## config.mk

```make
export PLATFORM = sky130hd
export DESIGN_NAME = reset_cause_recorder
export DESIGN_NICKNAME = d
export VERILOG_FILES = /design/src/logic/reset_cause_pkg.sv /design/src/logic/reset_cause_recorder.sv
export SDC_FILE = /design/constraint.sdc
export NUM_CORES = 1
export LEC_CHECK = 0
export BUFFER_PORTS_ARGS = -buffer_cell sky130_fd_sc_hd__buf_4
export CAP_MARGIN = 20
export CORE_ASPECT_RATIO = 1.1
export CORE_UTILIZATION = 41
export CTS_BUF_LIST = sky130_fd_sc_hd__clkbuf_2
export DETAILED_ROUTE_END_ITERATION = 6
export PLACE_DENSITY_LB_ADDON = 0.08
export REMOVE_ABC_BUFFERS = 1
export SLEW_MARGIN = 20
export SYNTH_ARGS = -nofsm -noshare
export SYNTH_HDL_FRONTEND = slang
export SYNTH_SLANG_ARGS = --single-unit
```

## constraint.sdc

```tcl
create_clock -name clk_sys -period 4.55 [get_ports clk_sys]
set_input_delay 0.91 -clock clk_sys [delete_from_list [all_inputs] [get_ports clk_sys]]
set_output_delay 0.91 -clock clk_sys [all_outputs]
set_load 0.02 [all_outputs]
```

## src/logic/reset_cause_pkg.sv

```systemverilog
/*
 * Constants for the reset cause recorder: register address, flag bit
 * positions, reset values, the trapping opcode and reset stretch timing.
 * Assumes a 10 MHz system clock and a 20-bit CPU byte address space.
 */
package reset_cause_pkg;

    // CPU address space and the cause register
    localparam int          ADDR_W            = 20;
    localparam int          DATA_W            = 8;
    localparam logic [19:0] CAUSE_ADDR        = 20'hfffa8;

    // Flag bit positions in reset_cause_flags
    localparam int          BIT_BAD_OPCODE    = 7;
    localparam int          BIT_WATCHDOG      = 4;
    localparam int          BIT_RAM_PARITY    = 2;
    localparam int          BIT_BAD_ACCESS    = 1;
    localparam int          BIT_LOW_VOLTAGE   = 0;

    // Reset values
    localparam logic [7:0]  FLAGS_RESET       = 8'h00;
    localparam logic        PARITY_DIS_RESET  = 1'b0;
    localparam logic [7:0]  READ_IDLE         = 8'h00;

    // Instruction byte that raises a trap reset
    localparam logic [7:0]  BAD_OPCODE        = 8'hff;

    // Internal reset stretch: time in ns, then cycles at the system rate
    localparam int          CLK_PERIOD_NS     = 100;
    localparam int          RESET_HOLD_NS     = 1600;
    localparam int          RESET_HOLD_CYC    = (RESET_HOLD_NS + CLK_PERIOD_NS - 1)
                                                / CLK_PERIOD_NS;
    localparam int          HOLD_W            = 8;

    // Whole block state, registered in one place
    typedef struct packed {
        logic [2:0]         extSync;      // Reset pin synchroniser
        logic [2:0]         fallSync;     // Fall comparator synchroniser
        logic [2:0]         riseSync;     // Rise comparator synchroniser
        logic               extLevel;     // Filtered pin level
        logic               fallLevel;    // Filtered fall comparator
        logic               riseLevel;    // Filtered rise comparator
        logic               porActive;    // Power-on reset held
        logic [7:0]         flags;        // Cause flags
        logic               parityDis;    // Parity reset disable
        logic [HOLD_W-1:0]  holdCnt;      // Internal reset stretch
        logic               resetOut;     // Internal reset to the chip
        logic [7:0]         rdData;       // Read answer
        logic               rdValid;      // Read answer strobe
    } state_t;

endpackage : reset_cause_pkg

```

## src/logic/reset_cause_recorder.sv

```systemverilog
/*
 * Reset cause recorder: keeps sticky flags naming the sources of all
 * internal resets since the last clear, answers CPU byte reads of the cause register
 * and clears it on such a read, runs the power-on reset hold from the
 * two supply comparators and stretches internal reset requests.
 * Assumes rst_b is the block's own power-up reset, that the reset pin
 * and comparator outputs are asynchronous, and that the CPU and the
 * reset sources run on clk_sys.
 */
`timescale 1ns/1ns

module reset_cause_recorder #(
    parameter int HOLD_CYC = reset_cause_pkg::RESET_HOLD_CYC  // Internal reset stretch
) (
    input  wire logic        clk_sys,            // System clock, 10 MHz
    input  wire logic        rst_b,              // Block power-up reset, low
    input  wire logic        resetPin_b,         // External reset pin, async, low
    input  wire logic        supplyBelowFall,    // Fall comparator, async
    input  wire logic        supplyAboveRise,    // Rise comparator, async
    input  wire logic        opcodeExec,         // Instruction executed strobe
    input  wire logic [7:0]  opcodeByte,         // Its first code byte
    input  wire logic        debugEmulation,     // Debug emulator in control
    input  wire logic        watchdogReq,        // Watchdog reset request
    input  wire logic        parityErrReq,       // RAM parity error seen
    input  wire logic        badAccessReq,       // Illegal memory access seen
    input  wire logic        voltageMonitorReq,  // Voltage monitor reset request
    input  wire logic        parityDisWr,        // Write strobe for disable bit
    input  wire logic        parityDisData,      // Value to write
    input  wire logic [19:0] cpuAddr,            // CPU byte address
    input  wire logic        cpuRead,            // CPU read strobe
    input  wire logic        cpuByteAccess,      // Read is a full byte access
    output logic [7:0]       cpuReadData,        // Read answer data
    output logic             cpuReadValid,       // Read answer strobe
    output logic             internalReset,      // Chip reset, high active
    output logic             parityResetDisable  // Parity reset disable bit
);

    ////////////////////////////////////////////////////////////////////////
    // Helpers

    // Latency at a glance, counted in clk_sys edges
    // - read strobe taken at edge n: answer stands from edge n to edge n+1
    // - source request taken at edge n: flag and internalReset show from n,
    //   internalReset stands HOLD_CYC cycles counted from the edge of the last request
    // - pin change: filtered level on the fourth edge, internalReset on the
    //   fifth; a comparator change adds one edge for the power-on latch
    // - flag set and clearing read on one edge: the set wins, so a cause
    //   raised during a read is kept for the next read, never lost
    // - parity disable forced low on any edge with a reset active, so a
    //   write in that window is lost

    // Address decode for the cause register
    function automatic logic hitCause(input logic [19:0] addr);
        hitCause = (addr == reset_cause_pkg::CAUSE_ADDR);
    endfunction : hitCause

    // Second and third stages agree: the new level counts
    // Two agreeing stages reject a single-cycle glitch on the pin
    function automatic logic filterLevel(input logic [2:0] sync, input logic prev);
        filterLevel = (sync[1] == sync[2]) ? sync[2] : prev;
    endfunction : filterLevel

    // Load value for the stretch counter, cut to its width on purpose
    localparam logic [reset_cause_pkg::HOLD_W-1:0] HOLD_LOAD =
        reset_cause_pkg::HOLD_W'(HOLD_CYC);

    // Whole-block state and its next value
    reset_cause_pkg::state_t stateQ;
    reset_cause_pkg::state_t stateD;

    // Decoded requests and read strobes
    logic       trapSeen;
    logic       trapReq;
    logic       parityReq;
    logic       anyInternal;
    logic       clearAll;
    logic       readHit;
    logic       readClear;
    logic [7:0] setMask;

    ////////////////////////////////////////////////////////////////////////
    // Source qualification

    // Illegal code byte seen, before the emulator mask
    assign trapSeen  = opcodeExec && (opcodeByte == reset_cause_pkg::BAD_OPCODE);
    // Trap is suppressed while an emulator owns the core
    assign trapReq   = trapSeen && !debugEmulation;
    // Parity errors only reset while enabled
    assign parityReq = parityErrReq && !stateQ.parityDis;

    // Cause register decode, shared by the answer and the clear
    assign readHit   = cpuRead && hitCause(cpuAddr);
    // Bit reads leave the flags alone; only a byte read clears
    assign readClear = readHit && cpuByteAccess;

    // One bit per source; reserved bits never set
    always_comb begin
        setMask = 8'h00;
        setMask[reset_cause_pkg::BIT_BAD_OPCODE]  = trapReq;
        setMask[reset_cause_pkg::BIT_WATCHDOG]    = watchdogReq;
        setMask[reset_cause_pkg::BIT_RAM_PARITY]  = parityReq;
        setMask[reset_cause_pkg::BIT_BAD_ACCESS]  = badAccessReq;
        setMask[reset_cause_pkg::BIT_LOW_VOLTAGE] = voltageMonitorReq;
    end

    assign anyInternal = |setMask;
    // Pin low or power-on held clears the flags and the parity disable bit
    // Levels, not edges: the flags stay clear for as long as either holds
    assign clearAll    = !stateQ.extLevel || stateQ.porActive;

    ////////////////////////////////////////////////////////////////////////
    // Next state

    always_comb begin
        stateD = stateQ;

        // Three-stage synchronisers; first stage feeds only the second
        stateD.extSync  = {stateQ.extSync[1:0], resetPin_b};
        stateD.fallSync = {stateQ.fallSync[1:0], supplyBelowFall};
        stateD.riseSync = {stateQ.riseSync[1:0], supplyAboveRise};
        stateD.extLevel  = filterLevel(stateQ.extSync, stateQ.extLevel);
        stateD.fallLevel = filterLevel(stateQ.fallSync, stateQ.fallLevel);
        stateD.riseLevel = filterLevel(stateQ.riseSync, stateQ.riseLevel);

        // Hysteresis: fall sets, rise releases, fall wins if both show
        // A supply dipping under the fall threshold must reset even if the
        // rise comparator has not yet dropped, so fall takes priority
        if (stateQ.fallLevel) begin
            stateD.porActive = 1'b1;
        end else if (stateQ.riseLevel) begin
            stateD.porActive = 1'b0;
        end

        // Read answer; data is the value before any clear
        // Unmapped reads still answer, with the idle value
        stateD.rdValid = cpuRead;
        stateD.rdData  = reset_cause_pkg::READ_IDLE;
        if (readHit) begin
            stateD.rdData = stateQ.flags;
        end

        // Flags: full clear first, then a set beats the read clear
        if (clearAll) begin
            stateD.flags = reset_cause_pkg::FLAGS_RESET;
        end else begin
            if (readClear) begin
                stateD.flags = reset_cause_pkg::FLAGS_RESET;
            end
            // Internal sources OR in, the rest stays as it was
            stateD.flags = stateD.flags | setMask;
        end

        // Disable bit written by its owner, forced low by any reset
        // Reset wins over a write in the same cycle
        if (parityDisWr) begin
            stateD.parityDis = parityDisData;
        end
        if (clearAll || anyInternal || stateQ.resetOut) begin
            stateD.parityDis = reset_cause_pkg::PARITY_DIS_RESET;
        end

        // Stretch each internal request so the core sees a full pulse
        // The counter is reloaded by every request, so back-to-back causes
        // extend one pulse rather than chopping it into pieces
        if (anyInternal) begin
            stateD.holdCnt = HOLD_LOAD;
        end else if (stateQ.holdCnt != '0) begin
            stateD.holdCnt = stateQ.holdCnt - 1'b1;
        end
        stateD.resetOut = clearAll || anyInternal || (stateQ.holdCnt > 1);
    end

    ////////////////////////////////////////////////////////////////////////
    // State register

    // Power-up holds the chip in reset until the comparators are seen
    always_ff @(posedge clk_sys or negedge rst_b) begin
        if (!rst_b) begin
            // Idle levels: pin high, comparators quiet, no false change
            stateQ.extSync   <= 3'h7;
            stateQ.fallSync  <= 3'h0;
            stateQ.riseSync  <= 3'h0;
            stateQ.extLevel  <= 1'b1;
            stateQ.fallLevel <= 1'b0;
            stateQ.riseLevel <= 1'b0;
            stateQ.porActive <= 1'b1;
            stateQ.flags     <= reset_cause_pkg::FLAGS_RESET;
            stateQ.parityDis <= reset_cause_pkg::PARITY_DIS_RESET;
            stateQ.holdCnt   <= '0;
            stateQ.resetOut  <= 1'b1;
            stateQ.rdData    <= reset_cause_pkg::READ_IDLE;
            stateQ.rdValid   <= 1'b0;
        end else begin
            stateQ <= stateD;
        end
    end

    ////////////////////////////////////////////////////////////////////////
    // Outputs

    // Outputs straight from flops; no logic between register and pin
    assign cpuReadData        = stateQ.rdData;
    assign cpuReadValid       = stateQ.rdValid;
    assign internalReset      = stateQ.resetOut;
    assign parityResetDisable = stateQ.parityDis;

endmodule : reset_cause_recorder

```

==> results.cfg, run 1 <==
[sta]
fin_tns_setup_ns = 0
finalCritPeriodShare = 0.433
slew_headroom = 0.590
setup_viol = 0
hold_ws_ns = 0.365
rsz0062_at_grt = no
worst_pin_slew_ns = 0.614
drv_slew = 0
finalCriticalPeriod_ns = 1.97
finalHoldViolCount = 0
skew_ns = 0.0206
maxClockFrequency_ghz = 0.507

[layout]
insertedDiodeCount = 0
final_nets = 222
fin_util = 0.566
layout-drive-gt1-share = 0.410
multi_input_area_um2 = 532
areaGrowthSynthToFinish_pct = 28.6
n_fill_cell = 329
final_cells = 226
regArea_um2 = 883

[yosys]
syn_area_um2 = 1500
avgSynthCellArea_um2 = 11.8
synth_cell_types = 38
yosysTopAreaCell = dfrtp_1
synthArstFlopShare = 1.00
synth_flop_cell = dfrtp_1
synth.area.top_cells = dfrtp_1, dfstp_2, buf_4, nor4_4, nand2_1
synth_edf_count = 0
netlist_instances = 127
ys_seq_area_frac = 0.588
ys_ff_latch = 35
synth_top_area_share = 0.483
yosysWarnings = 0

[setup_path]
critPathBufInv = 1
worstSetupPathType = register to output port
arrival_ns = 1.06
reg2reg_depth = 6
reg2reg_from = stateQ[10]$_DFFE_PN0P_
cp_max_fo = 2
regToRegSetupSlack_ns = 2.65
endpoint_kind = output port
startpoint_type = register
crit_family = flip-flops
slowest_delay_ns = 0.57
crit_path_top_delay_cell = dfstp_2
critPathRequiredTime_ns = 3.64
worstPathCellList = buf_4
worstReg2RegEnd = stateQ[16]$_DFFE_PN0P_

[clocking]
clk_pin_slew_worst_paths_ns = 0.16
cts_setup_buffers = 0
clkLatencyLatePin_ns = 0.38
cts.path.max_buffers = 2
clock_sinks = 35
numCtsBuffers = 5
clockRootBuffer = clkbuf_2
htree_levels = 2
cts_resized = 0
hold_buffers = 0
cts_tree = built

[global_route]
busiest_layer = met2
grt_max_degree = 36
grt_pass1_vias = 1074
met1_usage = 0.172
track_usage = 0.162
grt_util_met3 = 0.0610
grt_pass1_wl_um = 4590
grtUsageMet2 = 0.286
grt_antenna_before_repair = 0
grt-ovfl-total = 0

[floorplanning]
ioPinCount = 54
placementRows = 22
core_um2 = 3410
dieWidth_um = 59.7
dieArea_um2 = 3910
die_h_um = 65.5
start_util = 0.440

[min_path]
hp-start = stateD[32]$_DFF_PN0_
hp-class = register to register
holdPathStages = 0
holdPathEnd = stateD[33]$_DFF_PN0_

[detailed_routing]
vias = 1103
drc = 0
via_per_inst = 4.88
wl_per_cell_um = 12.7
drt-total-wl_um = 2870
drtAntennaViolNets = 0
first_pass_iters = 4
first_iter_violations = 26

[place]
hpwl_um = 2100
port_buffers = 53
gp_congestion = 0.745
placedCellCount = 218

[job]
maxCapViolCount = 0

[pwr]
ir_worst_vdd_mv = 0.176
leakage_nw = 0.905
powerDensity_nw_per_um2 = 280

[status]
status = finished clean
[cell usage in the layout (no fill, tap or decap), types with 2 or more instances in the layout]
cell type and n:
buf_4 53, dfrtp_1 29, nand2_1 11, nor2_1 8
clkbuf_2 7, dfstp_2 6, and2_1 5, inv_1 5
o21ai_0 5, nand4_1 4, or3_1 4, nor3_1 3
a211o_1 3, a21oi_1 3, maj3_1 3, or4_4 2
nor4_4 2, nand3_1 2, mux2i_1 2, xnor2_1 2
ha_1 2
[cells in the mapped netlist, types with 2 or more instances]
| library cell | number |
|---|---|
| or4_4 | 2 |
| dfstp_2 | 6 |
| buf_4 | 8 |
| nor3_1 | 3 |
| maj3_1 | 3 |
| nand4_1 | 4 |
| nand3_1 | 2 |
| or3_1 | 4 |
| inv_1 | 5 |
| dfrtp_1 | 29 |
| mux2i_1 | 2 |
| a21oi_1 | 3 |
| a211o_1 | 3 |
| xnor2_1 | 2 |
| ha_1 | 2 |
| nor4_4 | 2 |
| and2_1 | 5 |
| o21ai_0 | 5 |
| nand2_1 | 11 |
| nor2_1 | 8 |
[how the worst max path moves through the flow]
stage	startpoint	end	slack [ns]	cells past startpoint
3_5_place_dp	watchdogReq	internalReset$_DFF_PN1_	2.31	4
2_1_floorplan	watchdogReq	internalReset$_DFF_PN1_	2.53	3
5_1_grt	internalReset$_DFF_PN1_	internalReset	2.52	1
6_report	internalReset$_DFF_PN1_	internalReset	2.58	1
4_1_cts	internalReset$_DFF_PN1_	internalReset	2.54	1
3_3_place_gp	watchdogReq	internalReset$_DFF_PN1_	2.32	4
[stage by stage]
| stage | worst slack, ns | power, mW | area, µm² |
|---|---|---|---|
| after global placement | 2.32 | 0.404 | 1890 |
| after floorplan | 2.53 | 0.363 | 1430 |
| after CTS | 2.54 | 0.549 | 1930 |
| final | 2.58 | 0.540 | 1930 |
| after detailed placement | 2.31 | 0.406 | 1890 |
| after global routing | 2.52 | 0.570 | 1930 |
[logic make-up after synthesis]
family / after synthesis / synth area share
simple gates: 51 / 0.216
flops: 35 / 0.588
compound gates: 15 / 0.0674
buf+inv: 15 / 0.0583
fa+ha+maj: 5 / 0.0366
xor+xnor: 3 / 0.0175
mux: 2 / 0.0133
other cells: 1 / 0.00250
[routing by layer]
metal	routed length, µm	share of wire
met2	1510	0.53
met5	0	0
met3	184	0.064
met1	1120	0.39
met4	47	0.016
[cell type report]
| class | instances | area share |
|---|---|---|
| flip-flops and latches | 35 | 0.457 |
| repair buffers | 53 | 0.206 |
| clock inverters | 1 | 0.00259 |
| clock buffers | 7 | 0.0181 |
| well taps | 48 | 0.0311 |
| multi-input cells | 77 | 0.275 |
| inverters | 5 | 0.00972 |
[sequential cells by signal, indices dropped and copies added (netlist names)]
register,count
parityResetDisable,1
stateQ,20
cpuReadData,6
cpuReadValid,1
internalReset,1
stateD,6
[where the power goes]
group          leakage [nW]  switching, mW  internal (mW)
registers             0.438        0.00773          0.327
clock network        0.0330         0.0985         0.0420
logic                 0.435         0.0280         0.0375
Note: power is estimated with default switching activity, not from simulation.
==> run 2, diff against run 1 <==
--- a/config.mk
+++ b/config.mk
@@ -5,6 +5,7 @@
 export SDC_FILE = /design/constraint.sdc
 export NUM_CORES = 1
 export LEC_CHECK = 0
+export ABC_AREA = 1
 export BUFFER_PORTS_ARGS = -buffer_cell sky130_fd_sc_hd__buf_4
 export CAP_MARGIN = 20
 export CORE_ASPECT_RATIO = 1.1
==> constraint.sdc (replaced) <==
create_clock -name clk_sys -period 1.6 [get_ports clk_sys]
set_input_delay 0.32 -clock clk_sys [delete_from_list [all_inputs] [get_ports clk_sys]]
set_output_delay 0.32 -clock clk_sys [all_outputs]
set_load 0.02 [all_outputs]
==> results.cfg, run 2 <==
[status]
status = finished clean

[pwr]
powerDensity_nw_per_um2 = 773
leakage_nw = 0.991
ir_worst_vdd_mv = 0.508
p_sw_frac = 0.255
comb_power_share = 0.129
internal_power_mw = 1.14
switchingPower_mw = 0.390
power_frac_clock = 0.253
seqPwrFrac = 0.618

[setup_path]
cp_max_fo = 2
regToRegSetupSlack_ns = 0.23
worstSetupPathType = register to output port
slowest_delay_ns = 0.58
worstReg2RegEnd = stateQ[10]$_DFFE_PN0P_
crit_path_top_delay_cell = dfstp_2
reg2reg_depth = 6
reg2reg_from = stateQ[10]$_DFFE_PN0P_
critPathRequiredTime_ns = 1.28
worstPathCellList = buf_4
endpoint_kind = output port
critPathBufInv = 1
startpoint_type = register
crit_family = flip-flops
arrival_ns = 1.08

[global_route]
track_usage = 0.173
grt-ovfl-total = 0
grt_pass1_vias = 1233
grt_antenna_before_repair = 0
grt_max_degree = 36
grt_pass1_wl_um = 5010

[sta]
drv_slew = 0
setup_viol = 0
finalHoldViolCount = 0
skew_ns = 0.0308
rsz0062_at_grt = no
hold_ws_ns = 0.0601
finalCriticalPeriod_ns = 1.40
finalCritPeriodShare = 0.878
maxClockFrequency_ghz = 0.712
setup_ws_ns = 0.195
fin_tns_setup_ns = 0

[yosys]
synth_cell_types = 28
ys_top_cells_by_count = dfrtp_1, inv_1, nor2_1
ys_ff_latch = 35
synth_top_area_share = 0.473
yosysMostFrequentCell = dfrtp_1
synth.area.top_cells = dfrtp_1, dfstp_2, inv_1, nor2_1, nand2_1
synth_flop_cell = dfrtp_1
avgSynthCellArea_um2 = 9.53
synthArstFlopShare = 1.00
yosysWarnings = 0
yosysTopAreaCell = dfrtp_1
syn_area_um2 = 1530
synth_edf_count = 0
netlist_instances = 161
ys_seq_area_frac = 0.576

[place]
placedCellCount = 254
place_area_um2 = 1930
hpwl_um = 2240
port_buffers = 53
gp_congestion = 0.820
post-place-ws_ns = 0.191

[layout]
largest_reg_flops = 20
design_area_um2 = 1980
final_common_cell = buf_4
regArea_um2 = 883
mostFrequentLayoutCells = buf_4, dfrtp_1, inv_1, nor2_1, nand2_1
final_nets = 259
multi_input_area_um2 = 497
n_fill_cell = 313
top_register = stateQ
areaGrowthSynthToFinish_pct = 29.1
final_cells = 263
layout-drive-gt1-share = 0.335
insertedDiodeCount = 0

[detailed_routing]
wl_per_cell_um = 11.1
first_iter_violations = 37
drc = 0
via_per_inst = 4.54
drtAntennaViolNets = 0
first_pass_iters = 5
vias = 1193
drt-total-wl_um = 2910

[floorplanning]
start_util = 0.446
dieArea_um2 = 3990
dieWidth_um = 60.3
die_h_um = 66.2
placementRows = 22
ioPinCount = 54
core_um2 = 3440

[min_path]
holdPathStages = 1
hp-start = resetPin_b
hp-class = input port to register
holdPathEnd = stateD[38]$_DFF_PN1_

[clocking]
hold_buffers = 1
clock_sinks = 35
clkLatencyLatePin_ns = 0.38
cts.path.max_buffers = 2
cts_tree = built
htree_levels = 2
clk_pin_slew_worst_paths_ns = 0.19
cts_resized = 0
numCtsBuffers = 5
clockRootBuffer = clkbuf_2
cts_setup_buffers = 0

[job]
maxCapViolCount = 0
[run 2: metrics by stage]
step / power (mW) / util
2_1_floorplan: 1.03 / -
3_3_place_gp: 1.15 / 0.561
3_5_place_dp: 1.16 / 0.561
4_1_cts: 1.56 / 0.576
5_1_grt: 1.62 / 0.576
6_report: 1.53 / 0.576
[run 2: cell families after synthesis]
kind of cell | Yosys count | synth area share
and+or+nand+nor | 72 | 0.219
xor gates and xnor gates | 4 | 0.0228
adders and majority gates | 5 | 0.0359
other | 1 | 0.00244
buffers and inverters | 33 | 0.100
muxes | 1 | 0.00653
AOI/OAI and AO/OA | 10 | 0.0375
DFF | 35 | 0.576
[run 2: area by class of cell]
type	count	area share
Sequential cell	35	0.446
Timing Repair Buffer	54	0.206
Clock inverter	2	0.00442
Multi-Input combinational cell	93	0.251
Clock buffer	6	0.0152
Inverter	25	0.0474
Tap cell	48	0.0303
[run 2: how the worst max path moves through the flow]
| stage | to | slack (ns) | startpoint | cells past startpoint |
|---|---|---|---|---|
| 6_report | internalReset | 0.20 | internalReset$_DFF_PN1_ | 1 |
| 5_1_grt | stateQ[11]$_DFFE_PN0P_ | 0.09 | stateQ[10]$_DFFE_PN0P_ | 7 |
| 4_1_cts | internalReset | 0.17 | internalReset$_DFF_PN1_ | 1 |
| 3_5_place_dp | stateQ[16]$_DFFE_PN0P_ | 0.19 | debugEmulation | 7 |
| 3_3_place_gp | stateQ[16]$_DFFE_PN0P_ | 0.22 | debugEmulation | 7 |
| 2_1_floorplan | stateQ[16]$_DFFE_PN0P_ | 0.35 | stateQ[10]$_DFFE_PN0P_ | 8 |
[run 2: routing by layer]
layer,part of all wire,wire [µm],GRT usage
met2,0.49,1440,0.306
met4,0.016,46,0.0843
met1,0.41,1210,0.187
met3,0.076,221,0.0431
met5,0,0,0
[run 2: power groups by stage]
stage	Combinational, mW	Sequential (mW)	Clock (mW)
floorplan	0.0696	0.964	0
global placement	0.192	0.961	0
detailed placement	0.198	0.963	0
CTS	0.201	0.947	0.408
global route	0.221	0.952	0.445
finish	0.197	0.947	0.387
